==> src/core/flash_host_pkg.sv <==
// Notes on behaviour
// - Commands only with programming supply high; command cycle then operand cycle.
// - Erase verify: address plus code A0h in first cycle.
// - Programmer verifies every address after each erase.
// - On verify failure, repeat erase then verify; no zero prewrite needed.
// - Abort: FFh in second cycle after erase or program, FFh again third.
// - Identification codes use ordinary read-cycle strobe timing.
package flash_host_pkg;
  localparam int ADDR_W = 17;
  localparam int DATA_W = 8;
  localparam logic [7:0] CMD_READ    = 8'h00;
  localparam logic [7:0] CMD_PROGRAM = 8'h40;
  localparam logic [7:0] CMD_PVERIFY = 8'hc0;
  localparam logic [7:0] CMD_ERASE   = 8'h20;
  localparam logic [7:0] CMD_EVERIFY = 8'ha0;
  localparam logic [7:0] CMD_RESET   = 8'hff;
  localparam logic [7:0] CMD_IDENT   = 8'h90;
  localparam logic [16:0] IDENT_MAKER_ADDR = 17'h00000;
  localparam logic [16:0] IDENT_DEV_ADDR   = 17'h00001;
  localparam logic [7:0] ERASED_BYTE = 8'hff;
  localparam int CLK_MHZ = 100;
  localparam int T_STROBE_NS = 150;
  localparam int T_RECOVER_US = 6;
  localparam int T_PROG_US = 10;
  localparam int T_ERASE_US = 9500;
  localparam int STROBE_CYC = (T_STROBE_NS * CLK_MHZ + 999) / 1000;
  localparam int RECOVER_CYC = T_RECOVER_US * CLK_MHZ;
  localparam int PROG_CYC = T_PROG_US * CLK_MHZ;
  localparam int ERASE_CYC = T_ERASE_US * CLK_MHZ;
  localparam int CNT_W = 20;
  typedef enum logic [2:0] {
    OP_READ   = 3'b000,
    OP_PROG   = 3'b001,
    OP_ERASE  = 3'b010,
    OP_EVER   = 3'b011,
    OP_IDENT  = 3'b100,
    OP_ABORT  = 3'b101,
    OP_PVER   = 3'b110
  } op_e;
endpackage : flash_host_pkg

==> src/core/strobe_timer.sv <==
`timescale 1ns/1ns
module strobe_timer #(
  parameter int W = 20
) (
  input  wire logic         mclk,
  input  wire logic         rst,
  input  wire logic         load,
  input  wire logic [W-1:0] count,
  output logic              done
);
  logic [W-1:0] left;
  always_ff @(posedge mclk or posedge rst) begin
    if (rst) begin
      left <= '0;
    end else if (load) begin
      left <= count;
    end else if (left != '0) begin
      left <= left - 1'b1;
    end
  end
  // Done must not look at load: callers reload on done, which would close a loop
  assign done = (left == '0);
endmodule : strobe_timer

==> src/core/flash_host.sv <==
`timescale 1ns/1ns
module flash_host
  import flash_host_pkg::*;
#(
  parameter int ERASE_CYCLES = ERASE_CYC,
  parameter int PROG_CYCLES  = PROG_CYC,
  parameter int MEM_TOP      = 17'h1ffff
) (
  input  wire logic                         mclk,
  input  wire logic                         rst,
  input  wire logic                         req,
  input  wire flash_host_pkg::op_e          req_op,
  input  wire logic [flash_host_pkg::ADDR_W-1:0] req_addr,
  input  wire logic [flash_host_pkg::DATA_W-1:0] req_data,
  input  wire logic                         prog_supply_high,
  output logic                              busy,
  output logic                              done,
  output logic                              refused,
  output logic [flash_host_pkg::DATA_W-1:0] rd_data,
  output logic                              erase_clean,
  output logic [flash_host_pkg::ADDR_W-1:0] addr_pin,
  output logic [flash_host_pkg::DATA_W-1:0] data_out,
  output logic                              data_oe,
  input  wire logic [flash_host_pkg::DATA_W-1:0] data_in,
  output logic                              ce_n,
  output logic                              we_n,
  output logic                              oe_n
);
  import flash_host_pkg::*;

  typedef enum logic [2:0] {
    S_IDLE  = 3'b000,
    S_SETUP = 3'b001,
    S_LOW   = 3'b010,
    S_HIGH  = 3'b011,
    S_WAIT  = 3'b100,
    S_READ  = 3'b101,
    S_SAMPLE= 3'b110,
    S_SWEEP = 3'b111
  } st_e;

  st_e st;
  op_e op;
  logic [1:0] phase;
  logic [ADDR_W-1:0] addr;
  logic [DATA_W-1:0] wdata;
  logic sweeping;
  logic t_load;
  logic [CNT_W-1:0] t_count;
  logic t_done;

  strobe_timer #(.W(CNT_W)) u_timer (
    .mclk  (mclk),
    .rst   (rst),
    .load  (t_load),
    .count (t_count),
    .done  (t_done)
  );

  // Number of write cycles for each operation before any read cycle
  function automatic logic [1:0] writes_of(input op_e o);
    case (o)
      OP_PROG, OP_ERASE: writes_of = 2'd2;
      OP_ABORT:          writes_of = 2'd3;
      OP_READ:           writes_of = 2'd1;
      default:           writes_of = 2'd1;
    endcase
  endfunction : writes_of

  // Byte put on the pins in each write cycle
  function automatic logic [DATA_W-1:0] byte_of(input op_e o, input logic [1:0] p, input logic [DATA_W-1:0] d);
    case (o)
      OP_PROG:  byte_of = (p == 2'd0) ? CMD_PROGRAM : d;
      OP_ERASE: byte_of = CMD_ERASE;
      OP_EVER:  byte_of = CMD_EVERIFY;
      OP_IDENT: byte_of = CMD_IDENT;
      OP_PVER:  byte_of = CMD_PVERIFY;
      OP_ABORT: byte_of = (p == 2'd0) ? CMD_ERASE : CMD_RESET;
      default:  byte_of = CMD_READ;
    endcase
  endfunction : byte_of

  wire last_write  = (phase + 2'd1) == writes_of(op);
  wire needs_wait  = (op == OP_PROG) || (op == OP_ERASE);
  wire erased_ok   = (data_in == ERASED_BYTE);
  wire at_top      = (addr == ADDR_W'(MEM_TOP));
  wire [CNT_W-1:0] strobe_cnt  = CNT_W'(STROBE_CYC);
  wire [CNT_W-1:0] recover_cnt = CNT_W'(RECOVER_CYC);
  wire [CNT_W-1:0] op_cnt      = (op == OP_ERASE) ? CNT_W'(ERASE_CYCLES) : CNT_W'(PROG_CYCLES);
  wire accept      = (st == S_IDLE) && req && prog_supply_high;

  always_comb begin
    t_load  = 1'b0;
    t_count = strobe_cnt;
    case (st)
      S_IDLE:   begin t_load = accept; t_count = strobe_cnt; end
      S_SETUP:  begin t_load = t_done; t_count = strobe_cnt; end
      S_LOW:    begin t_load = t_done; t_count = strobe_cnt; end
      S_HIGH:   begin t_load = t_done; t_count = (last_write && needs_wait) ? op_cnt : recover_cnt; end
      S_WAIT:   begin t_load = t_done; t_count = recover_cnt; end
      S_SWEEP:  begin t_load = 1'b1; t_count = strobe_cnt; end
      default:  begin t_load = 1'b0; t_count = strobe_cnt; end
    endcase
  end

  always_ff @(posedge mclk or posedge rst) begin
    if (rst) begin
      st <= S_IDLE;
      op <= OP_READ;
      phase <= 2'd0;
      addr <= '0;
      wdata <= '0;
      sweeping <= 1'b0;
      busy <= 1'b0;
      done <= 1'b0;
      refused <= 1'b0;
      rd_data <= '0;
      erase_clean <= 1'b0;
      addr_pin <= '0;
      data_out <= '0;
      data_oe <= 1'b0;
      ce_n <= 1'b1;
      we_n <= 1'b1;
      oe_n <= 1'b1;
    end else begin
      done <= 1'b0;
      refused <= 1'b0;
      case (st)
        S_IDLE: begin
          if (req && !prog_supply_high) begin
            refused <= 1'b1;
          end
          if (accept) begin
            st <= S_SETUP;
            busy <= 1'b1;
            phase <= 2'd0;
            wdata <= req_data;
            sweeping <= (req_op == OP_EVER) && (req_addr == '0);
            erase_clean <= 1'b1;
            op <= (req_op == OP_EVER && req_addr == '0) ? OP_EVER : req_op;
            addr <= req_addr;
            addr_pin <= req_addr;
            ce_n <= 1'b0;
          end
        end
        S_SETUP: if (t_done) begin
          st <= S_LOW;
          we_n <= 1'b0;
          data_oe <= 1'b1;
          data_out <= byte_of(op, phase, wdata);
        end
        S_LOW: if (t_done) begin
          st <= S_HIGH;
          we_n <= 1'b1;
        end
        S_HIGH: if (t_done) begin
          data_oe <= 1'b0;
          if (!last_write) begin
            phase <= phase + 2'd1;
            st <= S_SETUP;
          end else if (needs_wait) begin
            st <= S_WAIT;
          end else if (op == OP_ABORT) begin
            st <= S_IDLE;
            busy <= 1'b0;
            done <= 1'b1;
            ce_n <= 1'b1;
          end else begin
            st <= S_WAIT;
          end
        end
        S_WAIT: if (t_done) begin
          if (op == OP_PROG || op == OP_ERASE) begin
            st <= S_IDLE;
            busy <= 1'b0;
            done <= 1'b1;
            ce_n <= 1'b1;
          end else begin
            st <= S_READ;
            oe_n <= 1'b0;
          end
        end
        S_READ: begin
          st <= S_SAMPLE;
        end
        S_SAMPLE: if (t_done) begin
          oe_n <= 1'b1;
          rd_data <= data_in;
          if (op == OP_EVER && !erased_ok) begin
            erase_clean <= 1'b0;
          end
          if (sweeping && !at_top) begin
            st <= S_SWEEP;
          end else begin
            st <= S_IDLE;
            busy <= 1'b0;
            done <= 1'b1;
            ce_n <= 1'b1;
            sweeping <= 1'b0;
          end
        end
        S_SWEEP: begin
          // Each address needs its own command cycle in erase verify
          addr <= addr + 1'b1;
          addr_pin <= addr + 1'b1;
          phase <= 2'd0;
          st <= S_SETUP;
        end
        default: st <= S_IDLE;
      endcase
    end
  end

  a_refuse_low: assert property (@(posedge mclk) disable iff (rst)
    (st == S_IDLE && req && !prog_supply_high) |=> refused && st == S_IDLE)
    else $error("request taken without supply high");
  a_data_stable: assert property (@(posedge mclk) disable iff (rst)
    $rose(we_n) |-> data_oe)
    else $error("data not driven at strobe rise");
  a_no_contention: assert property (@(posedge mclk) disable iff (rst)
    !(data_oe && !oe_n))
    else $error("bus contention on data pins");
  a_abort_code: assert property (@(posedge mclk) disable iff (rst)
    (op == OP_ABORT && $fell(we_n) && phase != 2'd0) |-> data_out == CMD_RESET)
    else $error("abort byte wrong");
  a_erase_code: assert property (@(posedge mclk) disable iff (rst)
    (op == OP_ERASE && $fell(we_n)) |-> data_out == CMD_ERASE)
    else $error("erase byte wrong");
  a_ident_code: assert property (@(posedge mclk) disable iff (rst)
    (op == OP_IDENT && $fell(we_n)) |-> data_out == CMD_IDENT)
    else $error("ident byte wrong");
  a_ever_code: assert property (@(posedge mclk) disable iff (rst)
    (op == OP_EVER && $fell(we_n)) |-> data_out == CMD_EVERIFY && addr_pin == addr)
    else $error("erase verify cycle wrong");
  a_read_style: assert property (@(posedge mclk) disable iff (rst)
    $fell(oe_n) |-> we_n && !ce_n && !data_oe)
    else $error("read cycle strobes wrong");
endmodule : flash_host

==> config.mk <==
export PLATFORM = sky130hd
export DESIGN_NAME = flash_host
export DESIGN_NICKNAME = d
export VERILOG_FILES = /design/src/core/flash_host_pkg.sv /design/src/core/strobe_timer.sv /design/src/core/flash_host.sv
export SDC_FILE = /design/constraint.sdc
export NUM_CORES = 1
export LEC_CHECK = 0
export BUFFER_PORTS_ARGS = -buffer_cell sky130_fd_sc_hd__clkbuf_2
export CORE_MARGIN = 5
export CORE_UTILIZATION = 55
export CTS_CLUSTER_SIZE = 24
export DETAILED_ROUTE_END_ITERATION = 6
export PLACE_DENSITY_LB_ADDON = 0.15
export SETUP_SLACK_MARGIN = 0.15
export SLEW_MARGIN = 40
export SYNTH_ARGS = -nofsm -noshare
export SYNTH_HDL_FRONTEND = slang
export SYNTH_SLANG_ARGS = --single-unit
==> constraint.sdc <==
create_clock -name mclk -period 3.3 [get_ports mclk]
set_input_delay 0.33 -clock mclk [delete_from_list [all_inputs] [get_ports mclk]]
set_output_delay 0.33 -clock mclk [all_outputs]
set_load 0.01 [all_outputs]
Word level (Yosys, flattened, before mapping) --
Cells that the tools add are included. Widths: inputs -> output; s select.
Storage, ports and cells: bits in registers 78, logic and storage cells 161
Operators by class: reductions and logical operators 38, muxes and demuxes 72, eq/ne operators 31, add/subtract/negate cells 3
Operator list (number):
- $mux 20 | 4
- $pmux 8 s6 | 1
- $pmux 20 s2 | 1
- $mux 3 | 12
- $mux 1 | 35
- $pmux 17 s2 | 1
- $ne 2x2->1 const B | 14
- $pmux 3 s8 | 1
- $eq 3x3->1 const B | 7
- $logic_not 20->1 | 1
- $reduce_bool 20->1 | 1
- $sub 20x1->20 const B | 1
- $add 17x1->17 const B | 1
- $eq 17x17->1 const B | 1
- $logic_not 17->1 | 1
- $mux 17 | 1
- $mux 8 | 2
- $reduce_and 4->1 | 4
- $eq 3x2->1 const B | 5
- $reduce_bool 2->1 | 6
- $pmux 1 s2 | 5
- $reduce_and 10->1 | 1
- $eq 8x8->1 const B | 1
- $pmux 1 s4 | 2
- 19 further kinds | 35

Depth between registers and ports, before layout --
Gate-level depths: netlist (run 1).
word-level depth 8, mapped depth 10, gate-level depth less buffers 10

Cells and area by module --
Synthesis (run 1) repeated with hierarchy kept, for this count alone.
Unflattened totals: cell total of the unflattened synthesis 473, area total of the unflattened synthesis 4272.8 sq um
Modules (own cells, without submodules):
- flash_host | cells each 341, area each 3027.9 sq um, times used 1, sequential area each 1455.1 sq um
- strobe_timer | cells each 132, area each 1244.9 sq um, times used 1, sequential area each 500.5 sq um

Worst setup path before layout (run 1) --
No wires, ideal clock.
kind register to register, start register addr[0], end register busy, arrival time 2.361 ns, setup slack 0.796 ns, required time 3.156 ns, clock period less this slack 2.504 ns, setup time 0.144 ns, stages on the path, launching flop included 11, cells stage by stage dfrtp_1 > ha_1 > nand3_1 > nor2_1 > and3_1 > ha_1 > nand2b_1 > nand2_1 > o211a_1 > a2111oi_1 > o21ai_0
Between the ends: cells in the longest elaborated chain, start to end 5
Ends and longest elaborated chain:
- start, declared | RTL line flash_host.sv:45 | logic [ADDR_W-1:0] addr;
- start signal, assigned | RTL line flash_host.sv:141 | addr <= req_addr;
- start signal, assigned | RTL line flash_host.sv:204 | addr <= addr + 1'b1;
- $eq 17x17->1 | RTL line flash_host.sv:86 | wire at_top = (addr == ADDR_W'(MEM_TOP));
- $logic_not 1->1 | RTL line flash_host.sv:192 | if (sweeping && !at_top) begin
- $logic_and 1x1->1 | RTL line flash_host.sv:192
- $ne 2x2->1 (no source line)
- $reduce_and 10->1 (no source line)
- end signal, assigned | RTL line flash_host.sv:165 | busy <= 1'b0;
- end signal, assigned | RTL line flash_host.sv:175 | busy <= 1'b0;
- end signal, assigned | RTL line flash_host.sv:196 | busy <= 1'b0;
- end, declared | RTL line flash_host.sv:16 | output logic busy,
Every way passes these cells. A chain may end at the register's enable or synchronous reset.

Final worst setup path (run 1) --
Ends and elaborated chain as after synthesis.

==> flow_summary.json, run 1 <==
{
  "grt_pass1_wl_um": 18000,
  "finalSetupViolCount": 0,
  "finalCriticalPeriod_ps": 2720,
  "yosys-top-cells-area": "dfrtp_1 (44%), nand2_1 (6.6%), o21ai_0 (4.6%)",
  "syn_nets": 504,
  "die_w_um": 97.7,
  "nets": 585,
  "status": "complete, no violations",
  "grt_max_degree": 46,
  "post_cts_resize_count": 0,
  "clockBufferDepth": 2,
  "clock_latency_ps": 360,
  "clock_sinks": 78,
  "tightest_slew_ps": 745,
  "netlist_area_um2": 4230,
  "ys_types": 61,
  "drcViolationCount": 0,
  "gp_congestion": 0.902,
  "synth_flop_cell": "dfrtp_1",
  "cap_violations": 0,
  "synth_cells": 459,
  "endpoint_kind": "flop",
  "num_rows": 32,
  "totalWireLength_um": 10800,
  "holdWs_ps": 1.59,
  "wl_per_cell_um": 16.7,
  "vias": 3921,
  "drive_gt1_share_pct": 24.2,
  "syn_avg_cell_area_um2": 9.22,
  "die_height_um": 97.7,
  "core_area_um2": 7610,
  "max_slew_margin_pct": 49.8,
  "clock_skew_ps": 12.4,
  "async_reset_ff_share_pct": 100,
  "clock.fmax_mhz": 367,
  "arrival_ps": 2940,
  "drv_slew": 0,
  "fill_cells": 684,
  "crit_type": "flop to flop",
  "yosysTopAreaCell": "dfrtp_1",
  "cts.reportedPaths.clkPinSlew_ps": 90,
  "postCtsSetupBuffers": 0,
  "hpwl_um": 7810,
  "p_leak_nw": 2.29,
  "cts_root_buffer": "clkbuf_8",
  "crit_fanout": 8,
  "yosys_warnings": 0,
  "grt_pass1_vias": 3690,
  "hp-class": "primary input to async pin",
  "finalHoldViolations": 0,
  "yosysSeqAreaShare_pct": 46.2,
  "port_buffers": 80,
  "rsz0062_at_grt": "no",
  "p_per_area_nw_per_um2": 354,
  "setup-tns-final_ps": 0,
  "pin_count": 81,
  "n_antenna_cell": 0,
  "start_util_pct": 55.6,
  "hold_buffers": 0,
  "cts_tree": "done",
  "cp-start-kind": "flop",
  "syn_to_final_growth_pct": 16.9,
  "drtPass1Iterations": 5,
  "ir_worst_vdd_mv": 0.273,
  "finalCritPeriodShare_pct": 82.6,
  "drt_iter0_drc": 344,
  "synth-edff-count": 0,
  "p_total_w": 0.00175,
  "ys_seq_elements": 78,
  "postRouteAntennaNets": 0,
  "antenna_found_initial": 0,
  "htreeDepth": 3,
  "grt_use_total_pct": 22.9,
  "synth_top_area_share_pct": 44.4,
  "numCtsBuffers": 9,
  "crit_required_ps": 3520,
  "drt-vias-per-instance": 6.06,
  "die-area_um2": 9550,
  "grt_overflow": 0
}
==> path summary, 6_finish.rpt <==
kind                             start               to  slack [ps]  cells after the start
setup / recovery               addr[0]             busy         580                     11
hold reg to reg               wdata[0]         wdata[0]         480                      2
setup reg to reg               addr[0]             busy         580                     11
hold / removal                     rst  u_timer.left[9]           2                      2
max in group asynchronous          rst             ce_n        2590                      3
min in group mclk          req_data[3]         wdata[3]         150                      3
==> synthesized netlist by cell type (5+ instances only) <==
cell type   n
a21oi_1    19
a31oi_1     6
and3_1      8
clkbuf_1   18
dfrtp_1    75
ha_1        5
inv_1       9
mux2_4      7
nand2_1    74
nand3_1    25
nand4_1     7
nor2_1     28
nor2b_1     6
nor3_1     11
nor4_1     14
o211ai_1    5
o21ai_0    39
o31ai_1     5
or3_1       5
xnor2_1    14
==> layout by cell type (no fill, tap or decap), drive strengths merged, types with 4 or more instances in the layout <==
| master | instances |
|---|---|
| and3 | 8 |
| nand4 | 7 |
| buf | 10 |
| a21oi | 19 |
| o221a | 4 |
| o211ai | 5 |
| o21ai | 40 |
| nor2 | 28 |
| nor3 | 11 |
| inv | 9 |
| or3 | 6 |
| clkinv | 4 |
| clkbuf | 90 |
| o311ai | 4 |
| mux2 | 11 |
| nor2b | 6 |
| a211oi | 4 |
| nand2 | 74 |
| nand3b | 4 |
| xor2 | 4 |
| nor4 | 16 |
| a31oi | 6 |
| dfrtp | 75 |
| xnor2 | 14 |
| ha | 5 |
| nand3 | 25 |
| o31ai | 5 |
==> logic make-up after synthesis <==
logic type | synth area share, %
flops | 46.2
compound gates | 17.7
buf+inv | 2.93
simple gates | 24.5
fa+ha+maj | 1.48
mux | 3.55
xor+xnor | 3.73
==> power by group <==
group	internal, W	switching, W
combinational	0.0000433	0.0000530
sequential	0.000971	0.0000161
clock	0.000297	0.000371
==> layer usage <==
metal	part of all wire [%]	GRT usage [%]
met1	44	30.6
met2	48	37.1
met3	6.4	5.46
met4	1.2	7.24
met5	0	0
==> metrics by stage <==
step | std cells | area [um^2] | setup WS, ps | utilization (%)
floorplan | 459 | 4230 | 796 | -
global placement | 631 | 4760 | 643 | 62.5
detailed placement | 631 | 4760 | 604 | 62.5
CTS | 647 | 4940 | 569 | 65.0
global route | 647 | 4940 | 324 | 65.0
finish | 647 | 4940 | 576 | 65.0
==> cell type report <==
| cell class | instances | area [um^2] | area share (%) |
|---|---|---|---|
| inverter | 9 | 35.0 | 0.709 |
| tap | 102 | 128 | 2.58 |
| clock buffer | 10 | 138 | 2.78 |
| timing repair buffer | 90 | 488 | 9.87 |
| sequential | 78 | 1960 | 39.5 |
| multi-input combinational | 352 | 2150 | 43.6 |
| clock inverter | 6 | 46.3 | 0.936 |
==> registers in the layout, indices dropped and copies added (netlist names) <==
name and flops:
op 3, rd_data 8, sweeping 1, oe_n 1, data_oe 1, addr 17
u_timer.left 20, we_n 1, data_out 8, done 1, st 3, wdata 8
busy 1, ce_n 1, refused 1, phase 2, erase_clean 1
==> critical path, cell delays in order (launching register included) <==
cell	delay, ps
dfrtp_1	460
ha_1	300
nand3_1	130
nor2_1	150
buf_4	160
and3_1	160
ha_1	130
nand2b_1	170
nand2_1	70
o211a_1	120
a2111oi_1	590
o21ai_0	140
Note: power is estimated with default switching activity, not from simulation.
==> run 2, diff against run 1 <==
--- a/config.mk
+++ b/config.mk
@@ -5,9 +5,10 @@
 export SDC_FILE = /design/constraint.sdc
 export NUM_CORES = 1
 export LEC_CHECK = 0
+export ABC_AREA = 1
 export BUFFER_PORTS_ARGS = -buffer_cell sky130_fd_sc_hd__clkbuf_2
 export CORE_MARGIN = 5
-export CORE_UTILIZATION = 55
+export CORE_UTILIZATION = 51
 export CTS_CLUSTER_SIZE = 24
 export DETAILED_ROUTE_END_ITERATION = 6
 export PLACE_DENSITY_LB_ADDON = 0.15
==> constraint.sdc (replaced) <==
create_clock -name mclk -period 2.45 [get_ports mclk]
set_input_delay 0.245 -clock mclk [delete_from_list [all_inputs] [get_ports mclk]]
set_output_delay 0.245 -clock mclk [all_outputs]
set_load 0.01 [all_outputs]
==> flow_summary.json, run 2 <==
{
  "yosysSeqAreaShare_pct": 41.8,
  "synth_cells": 638,
  "stdcell_area_um2": 5540,
  "port_buffers": 80,
  "htreeDepth": 3,
  "holdWs_ps": 85.0,
  "arrival_ps": 2480,
  "p_total_w": 0.00617,
  "pin_count": 81,
  "syn_nets": 683,
  "setup-tns-final_ps": 0,
  "netlist_area_um2": 4680,
  "nets": 776,
  "clock.fmax_mhz": 447,
  "start_util_pct": 51.3,
  "synth_top_area_share_pct": 40.1,
  "drtPass1Iterations": 6,
  "dp.cells": 826,
  "layout_common_cells": "nand2_1 (188), clkbuf_2 (80), dfrtp_1 (75), nor2_1 (67), inv_1 (62)",
  "finalSetupViolCount": 0,
  "cts.reportedPaths.clkPinSlew_ps": 90,
  "finalCritPeriodShare_pct": 91.3,
  "p_per_area_nw_per_um2": 1110,
  "largest_reg_flops": 20,
  "postRouteAntennaNets": 0,
  "die_height_um": 106,
  "grt_pass1_vias": 4304,
  "clock_skew_ps": 8.02,
  "finalCriticalPeriod_ps": 2240,
  "yosys_warnings": 0,
  "crit_buf_inv": 2,
  "totalWireLength_um": 12100,
  "rsz0062_at_grt": "yes",
  "p_leak_nw": 2.84,
  "reg_top3": "u_timer.left x20, addr x17",
  "yosys-top-cells-area": "dfrtp_1 (40%), nand2_1 (15%), nor2_1 (5.7%)",
  "drt_iter0_drc": 276,
  "regMostFlops": "u_timer.left",
  "cp-start-kind": "flop",
  "drt-vias-per-instance": 5.25,
  "clockBufferDepth": 2,
  "die-area_um2": 11200,
  "cts_tree": "done",
  "core_area_um2": 9110,
  "crit_type": "flop to flop",
  "n_antenna_cell": 0,
  "grt_max_degree": 33,
  "syn_avg_cell_area_um2": 7.33,
  "hp-class": "primary input to flop",
  "wl_per_cell_um": 14.3,
  "num_rows": 35,
  "hpwl_um": 9110,
  "grt_overflow": 0,
  "grt_use_total_pct": 22.2,
  "status": "complete, no violations",
  "gp_congestion": 0.969,
  "async_reset_ff_share_pct": 100,
  "cap_violations": 0,
  "synth-edff-count": 0,
  "antenna_found_initial": 0,
  "die_w_um": 106,
  "grt_pass1_wl_um": 20400,
  "crit_required_ps": 2690,
  "clock_latency_ps": 350,
  "crit_fanout": 3,
  "drcViolationCount": 0,
  "synth.most_common_cell": "nand2_1",
  "clock_sinks": 78,
  "endpoint_kind": "flop",
  "cp_slowest_cell": "dfrtp_1",
  "yosysTopAreaCell": "dfrtp_1",
  "crit_family": "simple AND/OR/NAND/NOR gates",
  "drv_slew": 0,
  "cpPeakStageDelay_ps": 400,
  "finalHoldViolations": 0,
  "tightest_slew_ps": 553,
  "cts_root_buffer": "clkbuf_8",
  "ir_worst_vdd_mv": 0.466,
  "crit_chain": "ha_4, nand2_4, nor2_4, nand2_2, nor2_4, nand2_2, nor3_2, nand3_1, nor3_2, ha_2, nor2_2, nand2_1, inv_1, nor2_2, nand2_1, inv_1, nand3b_1, nor2_1, nor2_1",
  "syn_to_final_growth_pct": 18.5,
  "final_common_cell": "nand2_1",
  "ys_seq_elements": 78,
  "placed_cell_area_um2": 5200,
  "synth_flop_cell": "dfrtp_1",
  "numCtsBuffers": 9,
  "vias": 4448,
  "drive_gt1_share_pct": 23.5,
  "synth_common_cells": "nand2_1 (192), dfrtp_1 (75), nor2_1 (71), inv_1 (63), nand3_1 (43)",
  "max_slew_margin_pct": 63.1,
  "ys_types": 43,
  "fin_cells": 847
}
run 2: what timing repair did:
item,in CTS,in global routing
buffers inserted,3,1
pin swaps,2,5
endpoints found under the setup margin,7,7
gates resized for setup,6,13
endpoints found under the hold margin,20,0
hold buffers,1,0
run 2: final timing paths:
check | depth (start not counted) | start | slack, ps | end
max | 19 | addr[0] | 210 | st[0]
min | 3 | req_data[4] | 90 | wdata[4]
max reg2reg | 19 | addr[0] | 210 | st[0]
min reg2reg | 2 | ce_n | 480 | ce_n
max in group asynchronous | 4 | rst | 1210 | wdata[2]
min in group asynchronous | 3 | rst | 420 | rd_data[6]
run 2: power breakdown:
part           switching [W]  internal [W]  leakage [nW]
clock network       0.000516      0.000609         0.113
logic                0.00183       0.00104          1.75
registers           0.000456       0.00171         0.980
total                0.00281       0.00336          2.84
run 2: cell type report:
cell class / count / area, um^2
multi-input cells: 478 / 2440
inverters: 71 / 272
clock inverters: 6 / 93.8
flip-flops and latches: 78 / 1960
well taps: 111 / 139
repair buffers: 93 / 500
fillers: 859 / 3570
clock buffers: 10 / 138
run 2: cells by family (layout without fill, tap and decap cells):
kind of cell,count (synthesis),count (layout),share of synthesized area [%]
simple gates,374,374,36.7
compound gates,84,84,10.0
buf+inv,82,180,7.38
flops,78,78,41.8
xor+xnor,15,15,2.81
fa+ha+maj,5,5,1.34
run 2: metal layers:
layer	share of wire, %	vias to the layer above	global-route usage [%]	wire length [um]
li1	-	2255	-	-
met1	46	2075	30.8	5570
met2	48	111	37.1	5830
met3	5.2	7	3.67	632
met4	0.72	0	4.26	87
met5	0	-	0	0
run 2: worst min-delay path, stage by stage:
cell	delay [ps]
clkbuf_2	70
nand2_1	40
nand2_1	40
run 2: through the flow:
| step | setup slack (ps) | utilization (%) |
|---|---|---|
| floorplan | 179 | - |
| global placement | 126 | 57.1 |
| CTS | 119 | 60.2 |
| global route | 30.9 | 60.9 |
| detailed placement | 0.488 | 57.1 |
| finish | 212 | 60.9 |
==> run 3, diff against run 2 <==
--- a/config.mk
+++ b/config.mk
@@ -8,7 +8,7 @@
 export ABC_AREA = 1
 export BUFFER_PORTS_ARGS = -buffer_cell sky130_fd_sc_hd__clkbuf_2
 export CORE_MARGIN = 5
-export CORE_UTILIZATION = 51
+export CORE_UTILIZATION = 55
 export CTS_CLUSTER_SIZE = 24
 export DETAILED_ROUTE_END_ITERATION = 6
 export PLACE_DENSITY_LB_ADDON = 0.15
==> constraint.sdc (replaced) <==
create_clock -name mclk -period 2.2 [get_ports mclk]
set_input_delay 0.22 -clock mclk [delete_from_list [all_inputs] [get_ports mclk]]
set_output_delay 0.22 -clock mclk [all_outputs]
set_load 0.01 [all_outputs]
==> flow_summary.json, run 3 (synthesized netlist as in run 2, its figures left out) <==
{
  "core_area_um2": 8260,
  "clock_skew_ps": 12.1,
  "crit_required_ps": 2460,
  "grt_pass1_vias": 4606,
  "regMostFlops": "u_timer.left",
  "die-area_um2": 10400,
  "cts.reportedPaths.clkPinSlew_ps": 90,
  "p_total_w": 0.00670,
  "p_leak_nw": 2.87,
  "reg2reg_to": "st[0]",
  "cts_root_buffer": "clkbuf_8",
  "drt-vias-per-instance": 5.39,
  "antenna_found_initial": 0,
  "r2r-start": "addr[1]",
  "drt_iter0_drc": 327,
  "postRouteAntennaNets": 0,
  "clockBufferDepth": 2,
  "pin_count": 81,
  "nets": 785,
  "finalCriticalPeriod_ps": 2330,
  "totalWireLength_um": 11900,
  "hp-class": "primary input to flop",
  "arrival_ps": 2600,
  "worst_slack_ps": -134,
  "n_antenna_cell": 0,
  "syn_to_final_growth_pct": 19.3,
  "drive_gt1_share_pct": 25.0,
  "wl_per_cell_um": 13.9,
  "r2r_setup_slack_ps": -130,
  "rsz0062_at_grt": "yes",
  "final_common_cell": "nand2_1",
  "cp-start-kind": "flop",
  "p_per_area_nw_per_um2": 1200,
  "num_rows": 33,
  "start_util_pct": 56.6,
  "tightest_slew_ps": 588,
  "layout_common_cells": "nand2_1 (186), clkbuf_2 (80), dfrtp_1 (75), nor2_1 (66), inv_1 (61)",
  "gp_congestion": 0.921,
  "hpwl_um": 8980,
  "grt_use_total_pct": 24.8,
  "port_buffers": 80,
  "clock_sinks": 78,
  "cts_tree": "done",
  "endpoint_kind": "flop",
  "holdWs_ps": 42.8,
  "drtPass1Iterations": 5,
  "drcViolationCount": 0,
  "numCtsBuffers": 9,
  "largest_reg_flops": 20,
  "crit_fanout": 2,
  "finalSetupViolCount": 7,
  "status": "finished with violations",
  "grt_pass1_wl_um": 20700,
  "reg2reg_depth": 19,
  "holdCritStartpoint": "req_data[1]",
  "crit_type": "flop to flop",
  "fill_cells": 735,
  "htreeDepth": 3,
  "finalHoldViolations": 0,
  "die_w_um": 102,
  "clock_latency_ps": 360,
  "vias": 4580,
  "reg_top3": "u_timer.left x20, addr x17",
  "hold_depth": 3,
  "clock.fmax_mhz": 428,
  "finalCritPeriodShare_pct": 106,
  "cap_violations": 0,
  "ir_worst_vdd_mv": 0.607,
  "grt_overflow": 0,
  "die_height_um": 102,
  "max_slew_margin_pct": 60.8,
  "violations": "setup timing",
  "hold_path_end": "wdata[1]",
  "drv_slew": 0,
  "grt_max_degree": 33
}
==> run 3: cell types whose count changed in the layout (fill, tap and decap cells not counted), moves of 2 or more <==
cell / before / now
nand2_1: 188 / 186
buf_4: 12 / 20
inv_6: 1 / 3
bufinv_16: 2 / 0
clkinvlp_4: 1 / 3
==> run 3: metal layers <==
layer / global-route usage [%] / vias up / wire [um]
li1: - / 2267 / -
met1: 31.8 / 2115 / 5170
met2: 40.5 / 174 / 5660
met3: 6.55 / 24 / 785
met4: 9.18 / 0 / 234
met5: 0 / - / 0
==> run 3: what timing repair did <==
| action | 4_1_cts | 5_1_grt |
|---|---|---|
| setup endpoints to repair | 7 | 20 |
| setup buffers | 3 | 2 |
| hold buffers | 1 | 0 |
| pin swaps | 5 | 13 |
| gates resized for setup | 11 | 15 |
| endpoints found under the hold margin | 17 | 0 |
==> run 3: layout make-up <==
class | count | area [um^2] | area share [%]
clock buffers | 9 | 124 | 2.22
clock inverters | 7 | 55.1 | 0.986
inverters | 71 | 275 | 4.93
multi-input cells | 478 | 2470 | 44.2
flip-flops and latches | 78 | 1960 | 35.0
well taps | 105 | 131 | 2.35
repair buffers | 102 | 572 | 10.2
==> run 3: worst max-delay path, stage by stage (launching register included) <==
cell and delay (ps):
dfrtp_1 370, ha_2 210, nand2_4 60, nor2_4 110
nand2_2 80, nor2_4 120, nand2_2 80, nor3_4 150
nand3_2 90, nor3_2 190, ha_2 200, nor2_2 40
nand2_2 70, inv_2 40, nor2_2 110, nand2_1 60
inv_1 50, nand3b_1 70, nor2_1 90, nor2_1 40
==> run 3: power breakdown <==
part           switching (W)  internal [W]
Sequential          0.000493       0.00191
Combinational        0.00208       0.00120
Clock               0.000592      0.000421
==> run 3: how the worst max path moves through the flow <==
stage               startpoint  endpoint  slack [ps]  depth (start not counted)
floorplan              addr[0]     st[0]         -60                         19
global placement       addr[0]      busy         -50                         17
detailed placement     addr[1]      busy        -160                         17
CTS                    addr[1]     st[0]        -120                         19
global route           addr[1]     st[0]        -320                         19
finish                 addr[1]     st[0]        -130                         19
==> run 3: through the flow <==
stage                     util, %  instances  setup TNS [ps]  cell area, um^2  setup WS, ps
final                        67.6        850            -602             5580          -134
after global routing         67.6        850           -1840             5580          -321
after CTS                    66.7        848            -668             5510          -123
after detailed placement     63.7        828            -745             5260          -159
after global placement       63.7        828           -95.5             5260         -48.1
after floorplan                 -        638           -89.4             4680         -61.9
